`config.mk`:
```
export PLATFORM = sky130hd
export DESIGN_NAME = mtc_copy_cmd
export DESIGN_NICKNAME = d
export VERILOG_FILES = /design/src/design/mtc_pkg.sv /design/src/design/mtc_bcd_entry.sv /design/src/design/mtc_copy_cmd.sv
export SDC_FILE = /design/constraint.sdc
export NUM_CORES = 1
export LEC_CHECK = 0
export ABC_CLOCK_PERIOD_IN_PS = 19400
export BUFFER_PORTS_ARGS = -buffer_cell sky130_fd_sc_hd__buf_2
export CAP_MARGIN = 10
export CORE_MARGIN = 5
export CORE_UTILIZATION = 55
export CTS_BUF_LIST = sky130_fd_sc_hd__clkbuf_16
export DETAILED_ROUTE_END_ITERATION = 7
export GPL_TIMING_DRIVEN = 1
export PLACE_DENSITY = 0.91
export SETUP_SLACK_MARGIN = 0.5
export SYNTH_ARGS = -nofsm -noshare
export SYNTH_HDL_FRONTEND = slang
export SYNTH_SLANG_ARGS = --single-unit
```
`constraint.sdc`:
```
create_clock -name mclk -period 19.4 [get_ports mclk]
set_clock_uncertainty 0.2 [all_clocks]
set_input_delay 1.94 -clock mclk [delete_from_list [all_inputs] [get_ports mclk]]
set_output_delay 1.94 -clock mclk [all_outputs]
set_load 0.005 [all_outputs]
```
`src/design/mtc_pkg.sv`:
```
// shared constants, field layout and carrier types of the memory table copy command block
package mtc_pkg;

  // ***********************************************************
  // clock and polling
  // ***********************************************************
  localparam int CLK_PERIOD_NS = 8;
  // interval between two samples of the command words (least time)
  localparam int POLL_TIME_NS = 1000;
  localparam int POLL_CYCLES = (POLL_TIME_NS + CLK_PERIOD_NS - 1) / CLK_PERIOD_NS;
  localparam int POLL_CNT_W = 8;
  localparam logic [POLL_CNT_W-1:0] POLL_LAST = POLL_CNT_W'(POLL_CYCLES - 1);

  // ***********************************************************
  // command word offsets from the status control area base
  // ***********************************************************
  localparam logic [15:0] SRC_WORD_OFS = 16'h0001;
  localparam logic [15:0] DST_WORD_OFS = 16'h0002;

  // ***********************************************************
  // field layout of the command words
  // ***********************************************************
  localparam int WORD_W = 16;
  localparam int BCD_W = 12;
  localparam int BCD_LSB = 0;
  localparam int TOP_LSB = 12;
  localparam int TOP_W = 4;
  localparam int ENTRY_NUM_W = 7;
  localparam int ENTRY_W = 128;
  localparam logic [TOP_W-1:0] TYPE_CHAR = 4'h0;
  localparam logic [TOP_W-1:0] TYPE_NUM = 4'h1;
  localparam logic [TOP_W-1:0] SRC_TOP_ZERO = 4'h0;
  localparam logic [9:0] ENTRY_MAX = 10'h07F;
  localparam logic [3:0] BCD_DIGIT_MAX = 4'h9;

  // ***********************************************************
  // reset values
  // ***********************************************************
  localparam logic [WORD_W-1:0] CMD_WORD_RST = 16'h0000;
  localparam logic [ENTRY_W-1:0] ENTRY_RST = 128'h0;

  // table selector values
  localparam logic TBL_CHAR = 1'b0;
  localparam logic TBL_NUM = 1'b1;

  // ***********************************************************
  // carrier types
  // ***********************************************************
  typedef struct packed {
    logic [WORD_W-1:0] dst_word;
    logic [WORD_W-1:0] src_word;
  } mtc_cmd_s;

  typedef struct packed {
    logic sel;
    logic [ENTRY_NUM_W-1:0] entry;
  } mtc_ref_s;

endpackage : mtc_pkg

```
`src/design/mtc_bcd_entry.sv`:
```
// three-digit bcd entry number decoder with range check
`timescale 1ns/1ps

module mtc_bcd_entry (
  // bcd digits in
  input wire logic [mtc_pkg::BCD_W-1:0] bcd,
  // decoded entry
  output logic [mtc_pkg::ENTRY_NUM_W-1:0] value,
  output logic ok
);

  // ***********************************************************
  // digit checks
  // ***********************************************************
  function automatic logic is_digit(input logic [3:0] nib);
    is_digit = (nib <= mtc_pkg::BCD_DIGIT_MAX);
  endfunction : is_digit

  logic [2:0] digit_ok;
  logic [9:0] full;

  // one check per digit; a hex digit rejects the whole number
  genvar gi;
  generate
    for (gi = 0; gi < 3; gi++) begin : g_digit
      assign digit_ok[gi] = is_digit(bcd[gi*4 +: 4]);
    end
  endgenerate

  // binary value, widest case 999 fits ten bits
  assign full = 10'(bcd[11:8]) * 10'd100 + 10'(bcd[7:4]) * 10'd10 + 10'(bcd[3:0]);
  assign ok = (&digit_ok) && (full <= mtc_pkg::ENTRY_MAX);
  assign value = full[mtc_pkg::ENTRY_NUM_W-1:0];

endmodule : mtc_bcd_entry

```
`src/design/mtc_copy_cmd.sv`:
```
// memory table copy command interpreter of the operator terminal
`timescale 1ns/1ps

module mtc_copy_cmd (
  // clock and reset
  input wire logic mclk,
  input wire logic rst,
  // location of the status control area in controller memory
  input wire logic [15:0] area_base,
  // read port into the logic controller data memory area
  output logic mem_rd_req,
  output logic [15:0] mem_rd_addr,
  input wire logic mem_rd_ack,
  input wire logic [mtc_pkg::WORD_W-1:0] mem_rd_data,
  // memory table read port
  output logic tbl_rd_req,
  output mtc_pkg::mtc_ref_s tbl_rd_ref,
  input wire logic tbl_rd_ack,
  input wire logic [mtc_pkg::ENTRY_W-1:0] tbl_rd_data,
  // memory table write port
  output logic tbl_wr_en,
  output mtc_pkg::mtc_ref_s tbl_wr_ref,
  output logic [mtc_pkg::ENTRY_W-1:0] tbl_wr_data,
  // display refresh request
  output logic disp_refresh,
  output mtc_pkg::mtc_ref_s disp_ref,
  // status
  output logic busy,
  output logic reject,
  output mtc_pkg::mtc_cmd_s last_cmd
);

  // ***********************************************************
  // state and storage
  // ***********************************************************
  typedef enum logic [2:0] {
    ST_WAIT,
    ST_RD_SRC,
    ST_RD_DST,
    ST_CHECK,
    ST_TBL_RD,
    ST_TBL_WR,
    ST_REFRESH
  } mtc_state_e;

  mtc_state_e state;
  mtc_state_e next_state;
  logic [mtc_pkg::POLL_CNT_W-1:0] poll_cnt;
  mtc_pkg::mtc_cmd_s cur_cmd;
  mtc_pkg::mtc_cmd_s prev_cmd;
  logic armed;
  logic [mtc_pkg::ENTRY_W-1:0] copy_data;
  logic rejected;

  // ***********************************************************
  // field decode of the sampled words
  // ***********************************************************
  logic [mtc_pkg::TOP_W-1:0] copy_type;
  logic [mtc_pkg::TOP_W-1:0] src_top;
  logic [mtc_pkg::ENTRY_NUM_W-1:0] src_entry;
  logic [mtc_pkg::ENTRY_NUM_W-1:0] dst_entry;
  logic src_ok;
  logic dst_ok;
  logic type_ok;
  logic changed;
  logic go_copy;
  logic poll_due;

  // type in top nibble of the second word, source top nibble must be zero
  assign copy_type = cur_cmd.dst_word[mtc_pkg::TOP_LSB +: mtc_pkg::TOP_W];
  assign src_top = cur_cmd.src_word[mtc_pkg::TOP_LSB +: mtc_pkg::TOP_W];

  mtc_bcd_entry u_src_bcd (
    .bcd(cur_cmd.src_word[mtc_pkg::BCD_LSB +: mtc_pkg::BCD_W]),
    .value(src_entry),
    .ok(src_ok)
  );

  mtc_bcd_entry u_dst_bcd (
    .bcd(cur_cmd.dst_word[mtc_pkg::BCD_LSB +: mtc_pkg::BCD_W]),
    .value(dst_entry),
    .ok(dst_ok)
  );

  // only the two documented types start a copy
  assign type_ok = (copy_type == mtc_pkg::TYPE_CHAR) || (copy_type == mtc_pkg::TYPE_NUM);
  // both words compared; first pass after reset only arms the detector
  assign changed = armed && (cur_cmd != prev_cmd);
  assign go_copy = changed && type_ok && src_ok && dst_ok && (src_top == mtc_pkg::SRC_TOP_ZERO);
  assign poll_due = (poll_cnt == mtc_pkg::POLL_LAST);

  // ***********************************************************
  // handshake outputs
  // ***********************************************************
  assign mem_rd_req = (state == ST_RD_SRC) || (state == ST_RD_DST);
  assign tbl_rd_req = (state == ST_TBL_RD);
  assign tbl_wr_en = (state == ST_TBL_WR);
  assign disp_refresh = (state == ST_REFRESH);
  assign busy = (state != ST_WAIT);
  assign reject = rejected;
  assign last_cmd = cur_cmd;

  // ***********************************************************
  // sequencing
  // ***********************************************************
  // words are read one at a time with no lock, so a half-written pair may be seen
  always_comb begin
    next_state = state;
    unique case (state)
      ST_WAIT: begin
        if (poll_due) begin
          next_state = ST_RD_SRC;
        end
      end
      ST_RD_SRC: begin
        if (mem_rd_ack) begin
          next_state = ST_RD_DST;
        end
      end
      ST_RD_DST: begin
        if (mem_rd_ack) begin
          next_state = ST_CHECK;
        end
      end
      ST_CHECK: begin
        next_state = go_copy ? ST_TBL_RD : ST_WAIT;
      end
      ST_TBL_RD: begin
        if (tbl_rd_ack) begin
          next_state = ST_TBL_WR;
        end
      end
      ST_TBL_WR: begin
        next_state = ST_REFRESH;
      end
      ST_REFRESH: begin
        next_state = ST_WAIT;
      end
    endcase
  end

  // state register
  always_ff @(posedge mclk or posedge rst) begin
    if (rst) begin
      state <= ST_WAIT;
    end else begin
      state <= next_state;
    end
  end

  // poll interval timer, runs only while idle
  always_ff @(posedge mclk or posedge rst) begin
    if (rst) begin
      poll_cnt <= '0;
    end else if (state != ST_WAIT || poll_due) begin
      poll_cnt <= '0;
    end else begin
      poll_cnt <= poll_cnt + 1'b1;
    end
  end

  // controller address: only the two command words are ever fetched here
  always_ff @(posedge mclk or posedge rst) begin
    if (rst) begin
      mem_rd_addr <= 16'h0000;
    end else if (state == ST_WAIT && poll_due) begin
      mem_rd_addr <= area_base + mtc_pkg::SRC_WORD_OFS;
    end else if (state == ST_RD_SRC && mem_rd_ack) begin
      mem_rd_addr <= area_base + mtc_pkg::DST_WORD_OFS;
    end
  end

  // capture of the sampled words
  always_ff @(posedge mclk or posedge rst) begin
    if (rst) begin
      cur_cmd <= {mtc_pkg::CMD_WORD_RST, mtc_pkg::CMD_WORD_RST};
    end else if (state == ST_RD_SRC && mem_rd_ack) begin
      cur_cmd.src_word <= mem_rd_data;
    end else if (state == ST_RD_DST && mem_rd_ack) begin
      cur_cmd.dst_word <= mem_rd_data;
    end
  end

  // previous sample for change detection; an invalid type is also remembered
  // so that rewriting a valid type afterwards counts as a change
  always_ff @(posedge mclk or posedge rst) begin
    if (rst) begin
      prev_cmd <= {mtc_pkg::CMD_WORD_RST, mtc_pkg::CMD_WORD_RST};
      armed <= 1'b0;
    end else if (state == ST_CHECK) begin
      prev_cmd <= cur_cmd;
      armed <= 1'b1;
    end
  end

  // rejected pulse: words changed but did not form a legal command
  always_ff @(posedge mclk or posedge rst) begin
    if (rst) begin
      rejected <= 1'b0;
    end else begin
      rejected <= (state == ST_CHECK) && changed && !go_copy;
    end
  end

  // table references: held until the next copy is accepted
  always_ff @(posedge mclk or posedge rst) begin
    if (rst) begin
      tbl_rd_ref <= '0;
      tbl_wr_ref <= '0;
    end else if (state == ST_CHECK && go_copy) begin
      tbl_rd_ref <= {copy_type == mtc_pkg::TYPE_NUM, src_entry};
      tbl_wr_ref <= {copy_type == mtc_pkg::TYPE_NUM, dst_entry};
    end
  end

  // source entry comes from the terminal's own table, never refetched
  always_ff @(posedge mclk or posedge rst) begin
    if (rst) begin
      copy_data <= mtc_pkg::ENTRY_RST;
    end else if (state == ST_TBL_RD && tbl_rd_ack) begin
      copy_data <= tbl_rd_data;
    end
  end
  assign tbl_wr_data = copy_data;

  // refresh target follows the destination just written
  always_ff @(posedge mclk or posedge rst) begin
    if (rst) begin
      disp_ref <= '0;
    end else if (state == ST_TBL_WR) begin
      disp_ref <= tbl_wr_ref;
    end
  end
endmodule : mtc_copy_cmd

```
* After elaboration in Yosys (flattened, before gate mapping) *
Index checks and enable logic that the tools add are counted.

storage, ports and cells
  logic and storage cells = 84
  bits in registers = 244
  bits of input ports = 164
  output and inout port bits = 206

operators by class
  muxes and demuxes = 9
  magnitude comparators = 8
  add/subtract/negate cells = 7
  $mul = 4
  bitwise logic cells = 1
  equal/unequal tests = 13
  reductions and logical operators = 27

operators by type and width
  cell                                                                     number
  16-bit 2-to-1 mux                                                        2
  32-bit inequality test                                                   1
  4-bit <= comparator (second input constant)                              6
  3-bit one-hot mux with 7 select lines                                    1
  10-bit by 4-bit adder with 10-bit output                                 2
  10-bit by 8-bit adder with 10-bit output                                 2
  10-bit by 7-bit <= comparator with 1-bit output (second input constant)  2
  16-bit by 1-bit adder with 16-bit output (second input constant)         1
  16-bit by 2-bit adder with 16-bit output (second input constant)         1
  4-bit by 5-bit multiplier with 8-bit output (second input constant)      2
  3-bit 2-to-1 mux                                                         5
  1-bit logical AND                                                        14
  4-bit by 3-bit multiplier with 7-bit output (second input constant)      2
  3-bit == test (second input constant)                                    3
  8-bit by 1-bit adder with 8-bit output (second input constant)           1
  8-bit by 7-bit == test with 1-bit output (second input constant)         1
  4-bit zero test                                                          2
  8-bit 2-to-1 mux                                                         1
  3-bit by 2-bit == test with 1-bit output (second input constant)         2
  2-bit inequality test (second input constant)                            3
  3-bit AND reduction                                                      2
  4-bit by 1-bit == test with 1-bit output (second input constant)         1
  4-bit AND reduction                                                      1
  3-bit by 1-bit == test with 1-bit output (second input constant)         1
  other kinds (8)                                                          10

* Logic depth before layout (Yosys ltp) *
Gate-level depths: netlist of the first run.

  depth in word-level cells = 10
  depth in mapped cells = 15
  mapped depth without buffers = 14

* By module *
Synthesis of the first run repeated with hierarchy kept, for this count alone.

unflattened totals
  cells, all modules = 966
  area, all modules = 11578.6 um^2

modules (own cells, without submodules)
  module                      seq. area each (um^2)  area an instance (um^2)  cells each  instances
  mtc_copy_cmd                6105.9                 9999.6                   788         1
  mtc_bcd_entry at u_dst_bcd  0.0                    803.3                    93          1
  mtc_bcd_entry at u_src_bcd  0.0                    775.7                    85          1

* Least setup slack after synthesis of the first run *
Ideal clock, no wire load.

  path type = register to register
  start = register cur_cmd (netlist bit last_cmd[21])
  end = register tbl_rd_ref[0] (netlist name)
  path slack = 14981 ps
  arrival time = 4095 ps
  required time = 19075 ps
  buffers on the path = 1
  cell stages (with the launch flop) = 14
  path through = dfrtp_1 ha_1 ha_1 fa_1 xor2_1 ha_1 ha_1 nor2_1 a211o_1 a211o_1 or4_4 nor4b_4 buf_6 mux2_2

on the way
  longest elaborated chain between the ends = 8
  elaborated cells between the ends (all ways) = 14

RTL lines
  element                                          RTL line             RTL
  start, declared                                  mtc_copy_cmd.sv:49   mtc_pkg::mtc_cmd_s cur_cmd;
  start signal, assigned                           mtc_copy_cmd.sv:176  cur_cmd <= {mtc_pkg::CMD_WORD_RST, mtc_pkg::CMD_WORD_RST};
  4-bit by 3-bit multiplier with 7-bit output      mtc_bcd_entry.sv:31  assign full = 10'(bcd[11:8]) * 10'd100 + 10'(bcd[7:4]) * 10'd10 + 10'(bcd[3:0]);
  10-bit by 8-bit adder with 10-bit output         mtc_bcd_entry.sv:31
  10-bit by 4-bit adder with 10-bit output         mtc_bcd_entry.sv:31
  10-bit by 7-bit <= comparator with 1-bit output  mtc_bcd_entry.sv:32  assign ok = (&digit_ok) && (full <= mtc_pkg::ENTRY_MAX);
  1-bit logical AND                                mtc_bcd_entry.sv:32
  1-bit logical AND (*) (2 in series)              mtc_copy_cmd.sv:89   assign go_copy = changed && type_ok && src_ok && dst_ok && (src_top == mtc_pkg::SRC_TOP_ZERO);
  1-bit logical AND (*)                            mtc_copy_cmd.sv:210  end else if (state == ST_CHECK && go_copy) begin
  end signal, assigned                             mtc_copy_cmd.sv:211  tbl_rd_ref <= {copy_type == mtc_pkg::TYPE_NUM, src_entry};
  end, declared                                    mtc_copy_cmd.sv:17   output mtc_pkg::mtc_ref_s tbl_rd_ref,

Mark *: on every way between the ends. The rest lies on a longest branch, timed or not.
A chain may end at the register's enable or synchronous reset.

* Worst setup path after layout of the first run *
  start = register cur_cmd (netlist bit last_cmd[21])
  end = register tbl_rd_ref[2] (netlist name)

The elaborated chain is that of the path after synthesis.

==> key figures, run 1 <==
Status
  • Result of the run: complete, no violations

Drt
  • Via count: 8519
  • 1st-iter DRT viols: 474
  • Drt via density: 5.464
  • Wirelength per Cell: 21.77 um
  • Router iterations before antenna repair: 4
  • # DRC: 0
  • WL final: 33.94 mm
  • Post-route antenna net violation count: 0

Yosys
  • Seq/Total Area, Yosys: 0.5357
  • Mapped Cells: 896
  • Ys Warns: 0
  • Async S/R FF share, synth: 1.000
  • Post-Syn Area: 11400 um2
  • Synthesis-stage register bit count: 244
  • Prevailing post-synth register cell: dfrtp_1
  • Syn nets: 1128
  • Synthesized area per cell: 12.72 um2
  • Synth cell types: 45
  • Post-synth EDFFs: 0

Floorplan
  • Boundary pin count: 370
  • Die area: 23700 um2
  • Die Y: 154.0 um
  • Row cnt: 52
  • Die width: 154.0 um
  • Starting Density: 0.5615
  • Core area: 20300 um2

Timing
  • Final min period: 4.935 ns
  • Worst-margin pin slew: 0.9818 ns
  • RSZ-0062 raised after global routing: no
  • Maximum clock rate: 202.6 MHz
  • Slew margin rel.: 0.3427
  • Final setup viols: 0
  • Fin. Hold Viols: 0
  • Slew Viols, Final: 0
  • Fin crit share: 0.2544
  • Setup TNS: 0 ns

Clocking
  • TritonCTS clock tree: done
  • Worst-skew pair later-pin latency: 0.52 ns
  • # clock sinks: 244
  • Clock Tree Root: clkbuf_16
  • CTS buffer count: 26
  • Clock-pin slew on the worst setup and hold paths: 0.06 ns
  • Hold_buf cts: 0
  • CTS max path bufs: 3
  • H-tree depth: 1
  • Post_cts resized: 0
  • # Post-CTS Setup Buffers: 0

Critical path
  • CP endpoint kind: register
  • Crit path max fanout: 16
  • Worst EP arrival: 5.14 ns
  • Critical path launch point type: register
  • Worst Path Class, Setup: reg -> reg
  • Required @ worst endpoint: 19.61 ns

Power and ir drop
  • Static Leak: 7.777 nW
  • Pwr Total: 0.002233 W
  • Worst VDD drop: 0.1035 mV
  • Power Dens Cells: 155.9 nW/um2

Job
  • MaxCap Viol Count: 0

Global routing
  • Vias in the first global route: 8938
  • Pin count of the biggest net entering global routing: 106
  • First-pass GRT wire length: 52.39 mm
  • Initial antenna violation count: 7
  • Grt ovf: 0
  • Total track usage: 0.2820

Placed design
  • Routability cong.: 0.8983
  • DP HPWL: 25.67 mm
  • Number of port buffers: 369

Finish
  • Most frequent cells in the layout: buf_2 (369), dfrtp_1 (244), mux2_2 (192)
  • Layout cells sized above 1: 0.4759
  • Area growth syn-to-layout: 25.65%
  • Commonest non-fill, non-tap cell in the layout: buf_2
  • Final net count: 1499
  • FILL cells: 1459

Min path
  • Worst hold path type: reg -> reg
## state kept, by name, indices dropped and copies added (netlist names)
name         flops
disp_ref         8
tbl_wr_data    128
state            3
armed            1
last_cmd        32
poll_cnt         8
tbl_wr_ref       8
tbl_rd_ref       7
mem_rd_addr     16
prev_cmd        32
reject           1
## metrics by stage
step | std cells | util | worst slack (ns) | area (um2) | hold WS, ns
6_report | 1559 | 0.7054 | 14.47 | 14320 | 0.2679
5_1_grt | 1557 | 0.7052 | 14.22 | 14320 | 0.3028
3_3_place_gp | 1509 | 0.6650 | 14.57 | 13500 | 0.2517
4_1_cts | 1556 | 0.7051 | 14.45 | 14310 | 0.2717
3_5_place_dp | 1509 | 0.6650 | 14.50 | 13500 | 0.2564
2_1_floorplan | 896 | - | 10.56 | 11400 | 0.2350
## logic make-up (layout without fill, tap and decap cells)
family | count (synthesis) | in the layout | synth area share
DFF | 244 | 244 | 0.5357
muxes | 195 | 195 | 0.1923
and+or+nand+nor | 154 | 154 | 0.06554
AOI/OAI and AO/OA | 104 | 104 | 0.05434
buffers and inverters | 72 | 462 | 0.02547
adders and majority gates | 68 | 68 | 0.08124
xor gates and xnor gates | 59 | 59 | 0.04534
other | 0 | 3 | 0
## power by group
| part | leakage (nW) | switching, W | internal (W) |
|---|---|---|---|
| logic | 4.13 | 0.000580 | 0.000470 |
| clock network | 0.420 | 0.000204 | 0.000271 |
| registers | 3.23 | 0.000109 | 0.000599 |
| total | 7.78 | 0.000893 | 0.00134 |
## cells in the mapped netlist, types with 2 or more instances
| library cell | number | area, um2 |
|---|---|---|
| dfrtp_1 | 244 | 6106 |
| mux2_2 | 192 | 2162 |
| ha_1 | 58 | 725.7 |
| nand2_1 | 55 | 206.5 |
| xor2_1 | 40 | 350.3 |
| inv_1 | 39 | 146.4 |
| nor2_1 | 38 | 142.6 |
| o21ai_0 | 37 | 185.2 |
| a21oi_1 | 32 | 160.2 |
| clkbuf_1 | 22 | 82.58 |
| xnor2_1 | 19 | 166.4 |
| nor4_1 | 12 | 75.07 |
| fa_1 | 10 | 200.2 |
| nand2b_1 | 8 | 50.05 |
| nand4_1 | 8 | 50.05 |
| a211oi_1 | 7 | 52.55 |
| nand3_1 | 7 | 35.03 |
| a21o_1 | 6 | 45.04 |
| o211ai_1 | 6 | 45.04 |
| a211o_1 | 5 | 43.79 |
| buf_1 | 5 | 18.77 |
| nor2b_1 | 5 | 31.28 |
| nor3_1 | 5 | 25.02 |
| a2111oi_0 | 4 | 35.03 |
| or3_1 | 4 | 25.02 |
| and3_1 | 3 | 18.77 |
| buf_4 | 3 | 22.52 |
| mux2i_1 | 3 | 30.03 |
| o22ai_1 | 2 | 12.51 |
| or2_2 | 2 | 12.51 |
## routing by layer
layer  up-vias  routed length (um)  track usage
li1       3897                   -            -
met1      4175               12890       0.3437
met2       340               16570       0.4676
met3        95                2764      0.08685
met4        12                1638       0.1169
met5         -                  76            0
## critical path, stage by stage, from the launching register on
cell     delay [ns]
dfrtp_1        0.48
ha_1           0.34
ha_1           0.23
fa_1           0.39
xor2_1         0.15
ha_1           0.29
ha_1           0.38
nor2_1         0.06
a211o_1        0.27
a211o_1        0.30
or4_4          0.44
nor4b_4        0.87
mux2_2         0.42
## final timing paths
kind / from / to / slack, ns / cells past startpoint
worst max-delay path: last_cmd[21] / tbl_rd_ref[2] / 14.47 / 12
worst min-delay path: disp_ref[1] / disp_ref[1] / 0.27 / 2
worst max register to register: last_cmd[21] / tbl_rd_ref[2] / 14.47 / 12
worst min register to register: disp_ref[1] / disp_ref[1] / 0.27 / 2
max in group asynchronous: rst / tbl_wr_data[100] / 16.15 / 3
min in group asynchronous: rst / mem_rd_addr[11] / 1.34 / 2
## cell type report
class | instances | area (um2) | share of cell area
repair buffers | 375 | 1892 | 0.1321
well taps | 270 | 337.8 | 0.02359
inverters | 40 | 157.7 | 0.01101
flip-flops and latches | 244 | 6106 | 0.4264
multi-input cells | 580 | 5006 | 0.3496
clock buffers | 26 | 650.6 | 0.04543
diodes | 3 | 7.507 | 0.0005242
clock inverters | 21 | 162.7 | 0.01136
Power figures use the tool's default switching activity.
==> inputs of run 2 (changes only) <==
--- a/config.mk
+++ b/config.mk
@@ -5,15 +5,15 @@
 export SDC_FILE = /design/constraint.sdc
 export NUM_CORES = 1
 export LEC_CHECK = 0
-export ABC_CLOCK_PERIOD_IN_PS = 19400
+export ABC_CLOCK_PERIOD_IN_PS = 4200
 export BUFFER_PORTS_ARGS = -buffer_cell sky130_fd_sc_hd__buf_2
 export CAP_MARGIN = 10
 export CORE_MARGIN = 5
-export CORE_UTILIZATION = 55
+export CORE_UTILIZATION = 46
 export CTS_BUF_LIST = sky130_fd_sc_hd__clkbuf_16
 export DETAILED_ROUTE_END_ITERATION = 7
 export GPL_TIMING_DRIVEN = 1
-export PLACE_DENSITY = 0.91
+export PLACE_DENSITY = 0.81
 export SETUP_SLACK_MARGIN = 0.5
 export SYNTH_ARGS = -nofsm -noshare
 export SYNTH_HDL_FRONTEND = slang
==> constraint.sdc (replaced) <==
create_clock -name mclk -period 4.2 [get_ports mclk]
set_clock_uncertainty 0.2 [all_clocks]
set_input_delay 0.42 -clock mclk [delete_from_list [all_inputs] [get_ports mclk]]
set_output_delay 0.42 -clock mclk [all_outputs]
set_load 0.005 [all_outputs]
==> key figures, run 2 (synthesized netlist as in run 1, its figures left out) <==
Finish
  • Design Area, Final: 16450 um2
  • Layout cells sized above 1: 0.4630
  • Area growth syn-to-layout: 44.36%
  • Commonest non-fill, non-tap cell in the layout: buf_2
  • Most frequent cells in the layout: buf_2 (369), dfrtp_1 (238), mux2_2 (183)
  • Largest register FFs: 128
  • Final net count: 1686
  • Fin cells: 1798

Critical path
  • Worst EP arrival: 4.43 ns
  • RR Startpoint: last_cmd[21]
  • FF-to-FF setup slack: -0.01 ns
  • Worst r2r dst: tbl_rd_ref[0]
  • R2R depth: 13
  • Critical path launch point type: register
  • CP endpoint kind: register
  • Crit path max fanout: 7
  • Required @ worst endpoint: 4.41 ns
  • Worst Path Class, Setup: reg -> reg

Clocking
  • CTS buffer count: 26
  • Clock Tree Root: clkbuf_16
  • Worst-skew pair later-pin latency: 0.54 ns
  • H-tree depth: 1
  • Clock-pin slew on the worst setup and hold paths: 0.07 ns
  • CTS max path bufs: 3
  • TritonCTS clock tree: done
  • # clock sinks: 244

Global routing
  • Vias in the first global route: 10430
  • Initial antenna violation count: 1
  • First-pass GRT wire length: 60.25 mm
  • Grt ovf: 0
  • Total track usage: 0.2727
  • Pin count of the biggest net entering global routing: 82

Floorplan
  • Core area: 24390 um2
  • Die width: 167.4 um
  • Row cnt: 57
  • Die area: 28020 um2
  • Starting Density: 0.4673
  • Boundary pin count: 370
  • Die Y: 167.4 um

Timing
  • Maximum clock rate: 237.2 MHz
  • Worst-margin pin slew: 0.8729 ns
  • Fin crit share: 1.004
  • Final setup viols: 5
  • Final min period: 4.215 ns
  • Slew Viols, Final: 0
  • RSZ-0062 raised after global routing: yes
  • Fin. Hold Viols: 0
  • Worst Slack Setup Final: -0.01498 ns
  • Slew margin rel.: 0.4180

Placed design
  • Number of port buffers: 369
  • Post-placement setup slack: 0.03797 ns
  • DP HPWL: 26.23 mm
  • Routability cong.: 0.8764
  • Post-Place Cells: 1591
  • Cell Area, Placed: 13960 um2

Drt
  • WL final: 39.08 mm
  • Router iterations before antenna repair: 5
  • Via count: 9466
  • # DRC: 0
  • Post-route antenna net violation count: 0
  • Wirelength per Cell: 21.74 um
  • Drt via density: 5.265
  • 1st-iter DRT viols: 551

Power and ir drop
  • Static Leak: 8.568 nW
  • Worst VDD drop: 0.7478 mV
  • Pwr Total: 0.01135 W
  • Power Dens Cells: 689.7 nW/um2

Job
  • MaxCap Viol Count: 0

Min path
  • Hold path depth: 3
  • Worst hold path type: in -> reg
  • Hold EP: mem_rd_addr[14]
  • Hold path start: area_base[14]

Status
  • Failing checks: negative setup slack
  • Result of the run: finished, violations left
## run 2: cell types whose count changed in the layout (fill, tap and decap cells not counted), moves of 7 or more
cell / previous run / this run
mux2_2: 192 / 183
mux2_4: 0 / 9
ha_4: 0 / 14
inv_2: 0 / 7
ha_1: 58 / 41
buf_4: 6 / 35
dlygate4sd3_1: 0 / 153
inv_1: 44 / 37
## run 2: layout make-up
cell class | count | area [um2]
diodes | 1 | 2.502
clock buffers | 26 | 650.6
clock inverters | 21 | 131.4
fillers | 1743 | 7938
inverters | 40 | 156.4
multi-input cells | 580 | 5248
flip-flops and latches | 244 | 6113
well taps | 324 | 405.4
repair buffers | 562 | 3746
## run 2: how the worst max path moves through the flow
stage	startpoint	end	slack, ns	depth (start not counted)
3_5_place_dp	last_cmd[8]	tbl_rd_ref[3]	0.04	15
5_1_grt	last_cmd[25]	tbl_wr_ref[2]	-0.16	15
3_3_place_gp	last_cmd[24]	tbl_rd_ref[1]	0.13	15
2_1_floorplan	last_cmd[21]	tbl_rd_ref[0]	0.005	13
6_report	last_cmd[21]	tbl_rd_ref[0]	-0.01	13
4_1_cts	last_cmd[24]	tbl_rd_ref[2]	0.03	15
## run 2: layer usage
| metal | vias up | global-route usage | share of wire |
|---|---|---|---|
| li1 | 4269 | - | - |
| met1 | 4651 | 0.3245 | 0.38 |
| met2 | 420 | 0.4641 | 0.49 |
| met3 | 126 | 0.06601 | 0.070 |
| met4 | 0 | 0.1341 | 0.063 |
| met5 | - | 0 | 0 |
## run 2: critical path, stage by stage, from the launching register on
cell and delay, ns:
dfrtp_2 0.43, ha_4 0.25, ha_4 0.16, fa_2 0.33, xor2_1 0.15, ha_1 0.33
ha_4 0.31, nor2_2 0.04, a211o_1 0.26, a211o_1 0.30, or4_4 0.44, nor4b_4 0.36
clkbuf_16 0.23, mux2_2 0.33
## run 2: where the power goes
group | internal, W | total, W | switching (W)
logic | 0.00291 | 0.00605 | 0.00315
clock network | 0.00119 | 0.00216 | 0.000975
registers | 0.00277 | 0.00313 | 0.000361
total | 0.00687 | 0.0113 | 0.00448
## run 2: repair_timing
| item | CTS | global route |
|---|---|---|
| pin swaps | 0 | 3 |
| buffers inserted | 1 | 4 |
| hold buffers | 153 | 0 |
| setup endpoints to repair | 16 | 17 |
| resized for setup | 1 | 26 |
| gates cloned | 0 | 1 |
| hold endpoints to repair | 195 | 0 |
## run 2: metrics by stage
stage	utilization	hold slack, ns	TNS (ns)
floorplan	-	0.2350	0
global placement	0.5724	0.2517	0
detailed placement	0.5724	0.2586	0
CTS	0.6681	0.003200	0
global route	0.6746	0.01943	-1.904
finish	0.6746	0.02359	-0.05190
